--- src/logic/tsc_pkg.sv ---
// Shared constants and types for the temperature sensor configuration and control block.
package tsc_pkg;
    // ----------------------------------------------------------------
    // Pointer addresses
    // ----------------------------------------------------------------
    localparam logic [7:0] PTR_STATUS   = 8'h02;
    localparam logic [7:0] PTR_CFG1_RD  = 8'h03;
    localparam logic [7:0] PTR_CFG1_WR  = 8'h09;
    localparam logic [7:0] PTR_ONE_SHOT = 8'h0f;
    localparam logic [7:0] PTR_CFG2     = 8'h1a;
    // ----------------------------------------------------------------
    // Field layout and reset values
    // ----------------------------------------------------------------
    localparam int         CFG1_MASK_BIT  = 7;
    localparam int         CFG1_HALT_BIT  = 6;
    localparam int         CFG1_PINF_BIT  = 5;
    localparam int         CFG1_RANGE_BIT = 2;
    localparam logic [7:0] CFG1_WMASK     = 8'he4;
    localparam logic [7:0] CFG1_RESET     = 8'h00;
    localparam int         CFG2_REN_BIT   = 4;
    localparam int         CFG2_LEN_BIT   = 3;
    localparam int         CFG2_RC_BIT    = 2;
    localparam logic [7:0] CFG2_WMASK     = 8'h1c;
    localparam logic [7:0] CFG2_RESET     = 8'h1c;
    localparam logic [7:0] RDATA_RESET    = 8'h00;
    localparam logic [7:0] RESULT_RESET   = 8'h00;
    // ----------------------------------------------------------------
    // Result formats
    // ----------------------------------------------------------------
    localparam logic signed [9:0] EXT_OFFSET = 10'sh040;
    localparam logic signed [9:0] STD_MAX    = 10'sh07f;
    localparam logic signed [9:0] EXT_MAX    = 10'sh0ff;
    // ----------------------------------------------------------------
    // Timing
    // ----------------------------------------------------------------
    localparam int         CLK_PERIOD_NS   = 50;
    localparam int         MS_TIME_US      = 1000;
    localparam int         MS_CYCLES_DEF   = (MS_TIME_US * 1000) / CLK_PERIOD_NS;
    localparam logic [13:0] RATE_SLOWEST_MS = 14'h3e80;
    localparam logic [2:0] RATE_CODE_MAX   = 3'h7;
    // ----------------------------------------------------------------
    // Conversion sequence states
    // ----------------------------------------------------------------
    typedef enum logic [1:0] {
        SEQ_HALT   = 2'b00,
        SEQ_LOCAL  = 2'b01,
        SEQ_REMOTE = 2'b10,
        SEQ_WAIT   = 2'b11
    } seq_state_t;
endpackage

--- src/logic/tsc_config_control.sv ---
// Configuration registers, conversion sequencer and alarm pin control of the temperature monitor.
`timescale 1ns/100ps
module tsc_config_control
#(
    parameter int MS_CYCLES = tsc_pkg::MS_CYCLES_DEF
) (
    input  wire logic        I_CORE_CLK,
    input  wire logic        I_RST_N,
    input  wire logic        I_REG_WR,
    input  wire logic        I_REG_RD,
    input  wire logic [7:0]  I_REG_PTR,
    input  wire logic [7:0]  I_REG_WDATA,
    output logic      [7:0]  O_REG_RDATA,
    input  wire logic        I_ALERT_ACK,
    input  wire logic        I_CONV_DONE,
    input  wire logic [8:0]  I_CONV_TEMP,
    input  wire logic        I_DIODE_OPEN,
    input  wire logic [7:0]  I_LOCAL_HIGH_LIM,
    input  wire logic [7:0]  I_LOCAL_LOW_LIM,
    input  wire logic [7:0]  I_REMOTE_HIGH_LIM,
    input  wire logic [7:0]  I_REMOTE_LOW_LIM,
    input  wire logic [7:0]  I_HYST,
    input  wire logic [1:0]  I_CONSEC_SEL,
    input  wire logic [7:0]  I_RATE_CODE,
    output logic             O_CONV_START,
    output logic             O_CONV_REMOTE,
    output logic             O_RES_CORR,
    output logic             O_BUSY,
    output logic      [7:0]  O_LOCAL_RESULT,
    output logic      [7:0]  O_REMOTE_RESULT,
    output logic             O_ALARM_PIN_O,
    output logic             O_ALARM_PIN_OE
);
    import tsc_pkg::*;

    // ----------------------------------------------------------------
    // State
    // ----------------------------------------------------------------
    typedef struct packed {
        seq_state_t state;
        logic       oneshot;
        logic       conv_start;
        logic       conv_remote;
        logic       busy;
        logic       rate_start;
        logic [7:0] cfg1;
        logic [7:0] cfg2;
        logic [7:0] rdata;
        logic [7:0] local_res;
        logic [7:0] remote_res;
        logic       local_smp;
        logic       remote_smp;
        logic       open_cond;
        logic       local_high_flag;
        logic       llow;
        logic       remote_high_flag;
        logic       rlow;
        logic       open;
        logic       alert;
        logic       pin_oe;
    } core_t;

    core_t      s_r;
    core_t      s_nxt;
    logic       l_hi_f;
    logic       l_lo_f;
    logic       l_therm;
    logic       r_hi_f;
    logic       r_lo_f;
    logic       r_therm;
    logic       rate_done;
    logic       wr_cfg1;
    logic       wr_cfg2;
    logic       wr_oneshot;
    logic       stat_rd;
    logic       halt;
    logic       pinf;
    logic       len;
    logic       ren;
    logic       run_on;
    logic [4:0] src_old;
    logic [4:0] src_new;
    logic [7:0] status;

    // ----------------------------------------------------------------
    // Helpers
    // ----------------------------------------------------------------
    // Clamps a signed reading into the selected stored format.
    function automatic logic [7:0] fmt_temp(input logic [8:0] t, input logic ext);
        logic signed [9:0] v;
        logic signed [9:0] top;
        v   = $signed({t[8], t});
        top = ext ? EXT_MAX : STD_MAX;
        if (ext) begin
            v = v + EXT_OFFSET;
        end
        if (v < 10'sh000) begin
            return 8'h00;
        end else if (v > top) begin
            return top[7:0];
        end
        return v[7:0];
    endfunction

    // ----------------------------------------------------------------
    // Channel checks and rate delay
    // ----------------------------------------------------------------
    tsc_limit_check u_local_chk (
        .i_clk        (I_CORE_CLK),
        .i_rst_n      (I_RST_N),
        .i_sample     (s_r.local_smp),
        .i_temp       (s_r.local_res),
        .i_high       (I_LOCAL_HIGH_LIM),
        .i_low        (I_LOCAL_LOW_LIM),
        .i_hyst       (I_HYST),
        .i_consec     (I_CONSEC_SEL),
        .o_high_fault (l_hi_f),
        .o_low_fault  (l_lo_f),
        .o_therm_high (l_therm)
    );

    tsc_limit_check u_remote_chk (
        .i_clk        (I_CORE_CLK),
        .i_rst_n      (I_RST_N),
        .i_sample     (s_r.remote_smp),
        .i_temp       (s_r.remote_res),
        .i_high       (I_REMOTE_HIGH_LIM),
        .i_low        (I_REMOTE_LOW_LIM),
        .i_hyst       (I_HYST),
        .i_consec     (I_CONSEC_SEL),
        .o_high_fault (r_hi_f),
        .o_low_fault  (r_lo_f),
        .o_therm_high (r_therm)
    );

    tsc_rate_timer #(
        .MS_CYCLES (MS_CYCLES)
    ) u_rate (
        .i_clk   (I_CORE_CLK),
        .i_rst_n (I_RST_N),
        .i_start (s_r.rate_start),
        .i_code  (I_RATE_CODE),
        .o_done  (rate_done)
    );

    // ----------------------------------------------------------------
    // Register access decode
    // ----------------------------------------------------------------
    always_comb begin
        wr_cfg1    = I_REG_WR && (I_REG_PTR == PTR_CFG1_WR);
        wr_cfg2    = I_REG_WR && (I_REG_PTR == PTR_CFG2);
        wr_oneshot = I_REG_WR && (I_REG_PTR == PTR_ONE_SHOT);
        stat_rd    = I_REG_RD && (I_REG_PTR == PTR_STATUS);
    end

    assign halt   = s_r.cfg1[CFG1_HALT_BIT];
    assign pinf   = s_r.cfg1[CFG1_PINF_BIT];
    assign len    = s_r.cfg2[CFG2_LEN_BIT];
    assign ren    = s_r.cfg2[CFG2_REN_BIT];
    assign run_on = !halt || s_r.oneshot;
    assign status = {s_r.busy, s_r.local_high_flag, s_r.llow, s_r.remote_high_flag, s_r.rlow, s_r.open, 2'b00};

    // ----------------------------------------------------------------
    // Next-state logic
    // ----------------------------------------------------------------
    always_comb begin
        s_nxt            = s_r;
        s_nxt.conv_start = 1'b0;
        s_nxt.rate_start = 1'b0;
        s_nxt.local_smp  = 1'b0;
        s_nxt.remote_smp = 1'b0;
        src_old          = '0;
        src_new          = '0;

        // Reserved bits are dropped so a careless host cannot park state in them.
        if (wr_cfg1) begin
            s_nxt.cfg1 = I_REG_WDATA & CFG1_WMASK;
        end
        if (wr_cfg2) begin
            s_nxt.cfg2 = I_REG_WDATA & CFG2_WMASK;
        end
        if (I_REG_RD) begin
            if (I_REG_PTR == PTR_STATUS) begin
                s_nxt.rdata = status;
            end else if (I_REG_PTR == PTR_CFG1_RD) begin
                s_nxt.rdata = s_r.cfg1;
            end else if (I_REG_PTR == PTR_CFG2) begin
                s_nxt.rdata = s_r.cfg2;
            end else begin
                s_nxt.rdata = 8'h00;
            end
        end
        // A one-shot request only counts while the sequencer sits in shutdown.
        if (wr_oneshot && halt && (s_r.state == SEQ_HALT)) begin
            s_nxt.oneshot = 1'b1;
        end

        // Conversion sequencer.
        case (s_r.state)
            SEQ_HALT: begin
                if (!halt || s_nxt.oneshot) begin
                    if (len) begin
                        s_nxt.state = SEQ_LOCAL;
                    end else if (ren) begin
                        s_nxt.state = SEQ_REMOTE;
                    end else if (s_nxt.oneshot) begin
                        s_nxt.oneshot = 1'b0;
                    end else begin
                        s_nxt.state = SEQ_WAIT;
                        s_nxt.rate_start = 1'b1;
                    end
                end
            end
            SEQ_LOCAL: begin
                if (I_CONV_DONE) begin
                    s_nxt.local_res = fmt_temp(I_CONV_TEMP, s_r.cfg1[CFG1_RANGE_BIT]);
                    s_nxt.local_smp = 1'b1;
                    if (ren) begin
                        s_nxt.state = SEQ_REMOTE;
                    end else if (s_r.oneshot) begin
                        s_nxt.state   = SEQ_HALT;
                        s_nxt.oneshot = 1'b0;
                    end else begin
                        s_nxt.state      = SEQ_WAIT;
                        s_nxt.rate_start = 1'b1;
                    end
                end
            end
            SEQ_REMOTE: begin
                if (I_CONV_DONE) begin
                    s_nxt.remote_res = fmt_temp(I_CONV_TEMP, s_r.cfg1[CFG1_RANGE_BIT]);
                    s_nxt.remote_smp = 1'b1;
                    s_nxt.open_cond  = I_DIODE_OPEN;
                    if (s_r.oneshot) begin
                        s_nxt.state   = SEQ_HALT;
                        s_nxt.oneshot = 1'b0;
                    end else begin
                        s_nxt.state      = SEQ_WAIT;
                        s_nxt.rate_start = 1'b1;
                    end
                end
            end
            SEQ_WAIT: begin
                if (rate_done) begin
                    if (len) begin
                        s_nxt.state = SEQ_LOCAL;
                    end else if (ren) begin
                        s_nxt.state = SEQ_REMOTE;
                    end else begin
                        s_nxt.rate_start = 1'b1;
                    end
                end
            end
            default: begin
                s_nxt.state = SEQ_HALT;
            end
        endcase

        // Shutdown cuts off any conversion or delay in progress, other than a one-shot, on the next edge.
        if (halt && !s_r.oneshot && (s_r.state != SEQ_HALT)) begin
            s_nxt.state      = SEQ_HALT;
            s_nxt.rate_start = 1'b0;
            s_nxt.local_smp  = 1'b0;
            s_nxt.remote_smp = 1'b0;
        end
        if (!run_on) begin
            s_nxt.oneshot = s_nxt.oneshot && (s_r.state == SEQ_HALT);
        end
        if ((s_nxt.state == SEQ_LOCAL || s_nxt.state == SEQ_REMOTE) && (s_nxt.state != s_r.state)) begin
            s_nxt.conv_start  = 1'b1;
            s_nxt.conv_remote = (s_nxt.state == SEQ_REMOTE);
        end
        s_nxt.busy = (s_nxt.state == SEQ_LOCAL) || (s_nxt.state == SEQ_REMOTE);

        // Status flags: a new event in the clearing cycle keeps the flag set.
        s_nxt.llow = (s_r.llow && !(stat_rd && !l_lo_f)) || l_lo_f;
        s_nxt.rlow = (s_r.rlow && !(stat_rd && !r_lo_f)) || r_lo_f;
        s_nxt.open = (s_r.open && !(stat_rd && !s_r.open_cond)) || s_r.open_cond;
        if (s_nxt.cfg1[CFG1_PINF_BIT]) begin
            s_nxt.local_high_flag = l_therm;
            s_nxt.remote_high_flag = r_therm;
        end else begin
            s_nxt.local_high_flag = (s_r.local_high_flag && !(stat_rd && !l_hi_f)) || l_hi_f;
            s_nxt.remote_high_flag = (s_r.remote_high_flag && !(stat_rd && !r_hi_f)) || r_hi_f;
        end

        // The alarm latch follows any latched flag rising in alert mode; only the
        // acknowledge clears it, so reading status leaves the pin as it is.
        src_old = {s_r.local_high_flag, s_r.remote_high_flag, s_r.llow, s_r.rlow, s_r.open};
        src_new = {s_nxt.local_high_flag, s_nxt.remote_high_flag, s_nxt.llow, s_nxt.rlow, s_nxt.open};
        if (!pinf && !s_nxt.cfg1[CFG1_PINF_BIT]) begin
            s_nxt.alert = (s_r.alert && !I_ALERT_ACK) || |(src_new & ~src_old);
        end else begin
            s_nxt.alert = s_r.alert && !I_ALERT_ACK;
        end

        // Pin drive: thermal mode ignores the mask entirely.
        if (s_nxt.cfg1[CFG1_PINF_BIT]) begin
            s_nxt.pin_oe = s_nxt.local_high_flag || s_nxt.remote_high_flag;
        end else begin
            s_nxt.pin_oe = s_nxt.alert && !s_nxt.cfg1[CFG1_MASK_BIT];
        end
    end

    // ----------------------------------------------------------------
    // Registers
    // ----------------------------------------------------------------
    always_ff @(posedge I_CORE_CLK) begin
        if (!I_RST_N) begin
            s_r            <= '0;
            s_r.state      <= SEQ_HALT;
            s_r.cfg1       <= CFG1_RESET;
            s_r.cfg2       <= CFG2_RESET;
            s_r.rdata      <= RDATA_RESET;
            s_r.local_res  <= RESULT_RESET;
            s_r.remote_res <= RESULT_RESET;
        end else begin
            s_r <= s_nxt;
        end
    end

    // ----------------------------------------------------------------
    // Outputs
    // ----------------------------------------------------------------
    assign O_REG_RDATA     = s_r.rdata;
    assign O_CONV_START    = s_r.conv_start;
    assign O_CONV_REMOTE   = s_r.conv_remote;
    assign O_RES_CORR      = s_r.cfg2[CFG2_RC_BIT];
    assign O_BUSY          = s_r.busy;
    assign O_LOCAL_RESULT  = s_r.local_res;
    assign O_REMOTE_RESULT = s_r.remote_res;
    // The pin is open drain: it only ever pulls low.
    assign O_ALARM_PIN_O   = 1'b0;
    assign O_ALARM_PIN_OE  = s_r.pin_oe;
endmodule

--- src/logic/tsc_limit_check.sv ---
// Per-channel limit comparison with consecutive-count filter and hysteresis.
`timescale 1ns/100ps
module tsc_limit_check (
    input  wire logic       i_clk,
    input  wire logic       i_rst_n,
    input  wire logic       i_sample,
    input  wire logic [7:0] i_temp,
    input  wire logic [7:0] i_high,
    input  wire logic [7:0] i_low,
    input  wire logic [7:0] i_hyst,
    input  wire logic [1:0] i_consec,
    output logic            o_high_fault,
    output logic            o_low_fault,
    output logic            o_therm_high
);
    typedef struct packed {
        logic [2:0] hi_cnt;
        logic [2:0] lo_cnt;
        logic       hi_f;
        logic       lo_f;
        logic       therm;
    } chk_t;

    chk_t       s_r;
    chk_t       s_nxt;
    logic [8:0] thr;
    logic [2:0] hi_n;
    logic [2:0] lo_n;

    always_comb begin
        s_nxt = s_r;
        thr   = {1'b0, i_high} - {1'b0, i_hyst};
        hi_n  = (s_r.hi_cnt == 3'h4) ? 3'h4 : s_r.hi_cnt + 3'h1;
        lo_n  = (s_r.lo_cnt == 3'h4) ? 3'h4 : s_r.lo_cnt + 3'h1;
        if (i_sample) begin
            s_nxt.hi_cnt = (i_temp > i_high) ? hi_n : 3'h0;
            s_nxt.lo_cnt = (i_temp < i_low) ? lo_n : 3'h0;
            s_nxt.hi_f   = (i_temp > i_high) && (hi_n > {1'b0, i_consec});
            s_nxt.lo_f   = (i_temp < i_low) && (lo_n > {1'b0, i_consec});
            // An underflowed threshold can never be crossed downward, so the flag holds.
            if (i_temp > i_high) begin
                s_nxt.therm = 1'b1;
            end else if (!thr[8] && (i_temp < thr[7:0])) begin
                s_nxt.therm = 1'b0;
            end
        end
    end

    always_ff @(posedge i_clk) begin
        if (!i_rst_n) begin
            s_r <= '0;
        end else begin
            s_r <= s_nxt;
        end
    end

    assign o_high_fault = s_r.hi_f;
    assign o_low_fault  = s_r.lo_f;
    assign o_therm_high = s_r.therm;
endmodule

--- src/logic/tsc_rate_timer.sv ---
// Rate delay timer: a millisecond enable divider and a delay counter.
`timescale 1ns/100ps
module tsc_rate_timer
    import tsc_pkg::*;
#(
    parameter int MS_CYCLES = MS_CYCLES_DEF
) (
    input  wire logic       i_clk,
    input  wire logic       i_rst_n,
    input  wire logic       i_start,
    input  wire logic [7:0] i_code,
    output logic            o_done
);
    localparam int DW = $clog2(MS_CYCLES);
    localparam logic [DW-1:0] DIV_LAST = DW'(MS_CYCLES - 1);

    typedef struct packed {
        logic [DW-1:0] div;
        logic [13:0]   ms_left;
        logic          run;
        logic          done;
    } tmr_t;

    tmr_t       s_r;
    tmr_t       s_nxt;
    logic [2:0] code;

    always_comb begin
        s_nxt      = s_r;
        s_nxt.done = 1'b0;
        // Codes above the fastest setting behave as the fastest setting.
        code = (i_code > {5'h00, RATE_CODE_MAX}) ? RATE_CODE_MAX : i_code[2:0];
        if (i_start) begin
            s_nxt.run     = 1'b1;
            s_nxt.div     = '0;
            s_nxt.ms_left = RATE_SLOWEST_MS >> code;
        end else if (s_r.run) begin
            if (s_r.div == DIV_LAST) begin
                s_nxt.div = '0;
                if (s_r.ms_left == 14'h0001) begin
                    s_nxt.run  = 1'b0;
                    s_nxt.done = 1'b1;
                end else begin
                    s_nxt.ms_left = s_r.ms_left - 14'h0001;
                end
            end else begin
                s_nxt.div = s_r.div + DW'(1);
            end
        end
    end

    always_ff @(posedge i_clk) begin
        if (!i_rst_n) begin
            s_r <= '0;
        end else begin
            s_r <= s_nxt;
        end
    end

    assign o_done = s_r.done;
endmodule

--- config.mk ---
export PLATFORM = sky130hd
export DESIGN_NAME = tsc_config_control
export DESIGN_NICKNAME = d
export VERILOG_FILES = /design/src/logic/tsc_pkg.sv /design/src/logic/tsc_config_control.sv /design/src/logic/tsc_limit_check.sv /design/src/logic/tsc_rate_timer.sv
export SDC_FILE = /design/constraint.sdc
export NUM_CORES = 1
export LEC_CHECK = 0
export BUFFER_PORTS_ARGS = -buffer_cell sky130_fd_sc_hd__buf_2
export CAP_MARGIN = 20
export CORE_MARGIN = 10
export CORE_UTILIZATION = 59
export CTS_BUF_LIST = sky130_fd_sc_hd__clkbuf_8 sky130_fd_sc_hd__clkbuf_16
export CTS_CLUSTER_DIAMETER = 200
export CTS_CLUSTER_SIZE = 16
export DETAILED_ROUTE_END_ITERATION = 8
export HOLD_SLACK_MARGIN = 0.08
export PLACE_DENSITY = 0.84
export SYNTH_ARGS = -nofsm -noshare
export SYNTH_HDL_FRONTEND = slang
export SYNTH_SLANG_ARGS = --single-unit
export TNS_END_PERCENT = 1
--- constraint.sdc ---
create_clock -name I_CORE_CLK -period 8.9 [get_ports I_CORE_CLK]
set_clock_uncertainty 0.1 [all_clocks]
set_input_delay 1.335 -clock I_CORE_CLK [delete_from_list [all_inputs] [get_ports I_CORE_CLK]]
set_output_delay 1.335 -clock I_CORE_CLK [all_outputs]
set_load 0.05 [all_outputs]
==> results.ini <==
[critical_path]
max_stage_delay_ps=400
crit_type=input port to flip-flop
r2r_slack_ps=6120
timing.critical_path.arrival_ps=4100
crit_required_ps=9010
path_cells=buf_2, inv_1, ha_1, inv_1, fa_1, a21o_1, a21oi_1, nor2b_1, o21a_1, o21ai_0, nand2_1, ha_1, nor2b_1, o21ai_0, o2111ai_1, o21ai_0, a21oi_1
worst-path-max-fanout=2
startpoint_type=input port
end_kind=flip-flop
crit_top_cell=o21ai_0
timing.critical_path.slowest_stage_cell=fa_1

[synth]
synth.top_cell.area_share_pct=27.6
synthArstFlopShare_pct=0
ys_seq_area_share_pct=27.6
synth_edf_count=0
yosysMostFrequentCell=dfxtp_1
postSynthAreaPerCell_um2=8.00
ys.flop_type=dfxtp_1
ys_types=76
synthCells=861
synth_common_cells=95 x dfxtp_1, 86 x ha_1, 79 x inv_1, 78 x a21oi_1, 77 x nor2_1
synthTopCellsByArea=dfxtp_1 28%, ha_1 16%, a21oi_1 5.7%
ys_ff_latch=95
yosys.area.top_type=dfxtp_1
ys_warn_count=0
synth_area_um2=6890

[drt]
dr.pass1.iters=5
vias=6144
wl_um=16200
drc_errors=0
via_per_inst=5.71
wire_per_inst_um=15.1
antenna_left=0
drt_iter0_drc=450

[floorplan]
start_util_pct=60.3
placementRows=39
dieArea_um2=16400
io_pins=112
die_h_um=128
die_w_um=128
core_area_um2=11400

[clocking]
cts_root_buffer=clkbuf_16
cts_sinks=95
cts_buffers=9
path_clk_slew_ps=60
hold_buffers=0
tritoncts=yes
cts_buffer_depth=2
cts_setup_buffers=0
cts_max_level=3
clkLatencyLatePin_ps=340
ctsResizeCount=0

[power_and_ir_drop]
power_density_nw_per_um2=150
p_leak_uw=0.00347
ir_worst_vdd_v=0.000176
p_total_uw=1140

[status]
status=finished, final reports clean

[global_route]
overflow=0
antenna_found_initial=2
grt_util_all_layers_pct=19.8
grt_pass1_wl_um=27400
grt_pass1_vias=6132
grt_max_degree=52

[placement]
gp_congestion=0.886
portBuffers=106
detailed_place_hpwl_um=12800
placedInstanceArea_um2=7290

[sta]
rsz0062_at_grt=false
tightest_slew_ps=564
slew_headroom_pct=62.1
fmax_mhz=251
finalMaxSlewViolations=0
timing.setup.tns_ps=0
finalHoldViolCount=0
final_period_minus_worst_setup_slack_ps=3990
fin_crit_sh_pct=44.9
final-setup-viol-count=0

[layout]
syn2layout_area_growth_pct=10.2
drive_gt1_share_pct=16.0
final_nets=1097
final_area_um2=7590

[job]
maxCapViolCount=0

[min_path]
hold_class=flip-flop to flip-flop

[flip-flops by register name (all words and copies together), names as in the netlist, 6 cells and up]
name	cells
s_r	15
u_local_chk.s_r	6
O_REG_RDATA	6
O_REMOTE_RESULT	8
u_rate.s_r	30
O_LOCAL_RESULT	8
u_remote_chk.s_r	6
[stage by stage]
step / util [%] / setup slack [ps] / hold slack (ps) / cells
after floorplan: - / 4970 / 340 / 863
after global routing: 66.5 / 4610 / 380 / 1076
final: 66.5 / 4910 / 360 / 1076
after global placement: 63.9 / 4670 / 345 / 1059
after detailed placement: 63.9 / 4580 / 348 / 1059
after CTS: 66.4 / 4940 / 359 / 1074
[worst paths after layout]
path | endpoint | startpoint | cells past startpoint
worst max-delay path | u_remote_chk.o_therm_high | I_REMOTE_HIGH_LIM[0] | 17
worst min-delay path | O_CONV_REMOTE | O_CONV_REMOTE | 2
worst max register to register | O_CONV_REMOTE | s_r[55] | 9
worst min register to register | O_CONV_REMOTE | O_CONV_REMOTE | 2
[routing by layer]
layer	GRT usage, %	routed length (µm)	up-vias
met5	0	0	-
met4	5.36	199	0
met3	4.84	737	15
met2	34.5	8220	161
met1	23.5	7040	2838
li1	-	-	3130
[critical path: cells and delay by family]
kind | cells | cell delay [ps]
compound gates | 8 | 1330
fa+ha+maj | 3 | 890
buf+inv | 3 | 230
simple gates | 3 | 310
[where the power goes]
part           total (µW)  internal, µW  leakage [µW]  switching (µW)
Combinational         297           116       0.00255             181
Clock                 380           222      0.000151             158
Sequential            464           443      0.000769            21.6
[cell type report]
type                    count  area, µm²
multi-input cells         634       4370
fillers                  1004       3830
flip-flops and latches     95       1900
repair buffers            107        538
inverters                  80        300
clock buffers              10        239
well taps                 143        179
clock inverters             5       51.3
diodes                      2       5.00
[cells by family (layout without fill, tap and decap cells)]
group	Yosys count	count (layout)	share of synthesized area, %
DFF	95	95	27.6
buffers and inverters	134	202	8.99
adders and majority gates	88	88	16.2
xor gates and xnor gates	29	29	3.69
and+or+nand+nor	273	273	20.0
muxes	9	9	1.33
AOI/OAI and AO/OA	232	232	22.1
other	1	5	0.0544
[cells in the final DEF, fill, tap and decap left out, types with 15 or more instances in the layout]
cell type | netlist | routed
nor2_1 | 77 | 77
buf_2 | 6 | 106
o21ai_0 | 35 | 35
a211oi_1 | 24 | 24
xor2_1 | 16 | 16
nand2_1 | 73 | 73
a21oi_1 | 78 | 78
dfxtp_1 | 95 | 95
nand3_1 | 19 | 19
inv_1 | 79 | 81
ha_1 | 86 | 86
nor3_1 | 15 | 15
o21a_1 | 16 | 16
No activity file was read; power rests on OpenSTA's default activity.
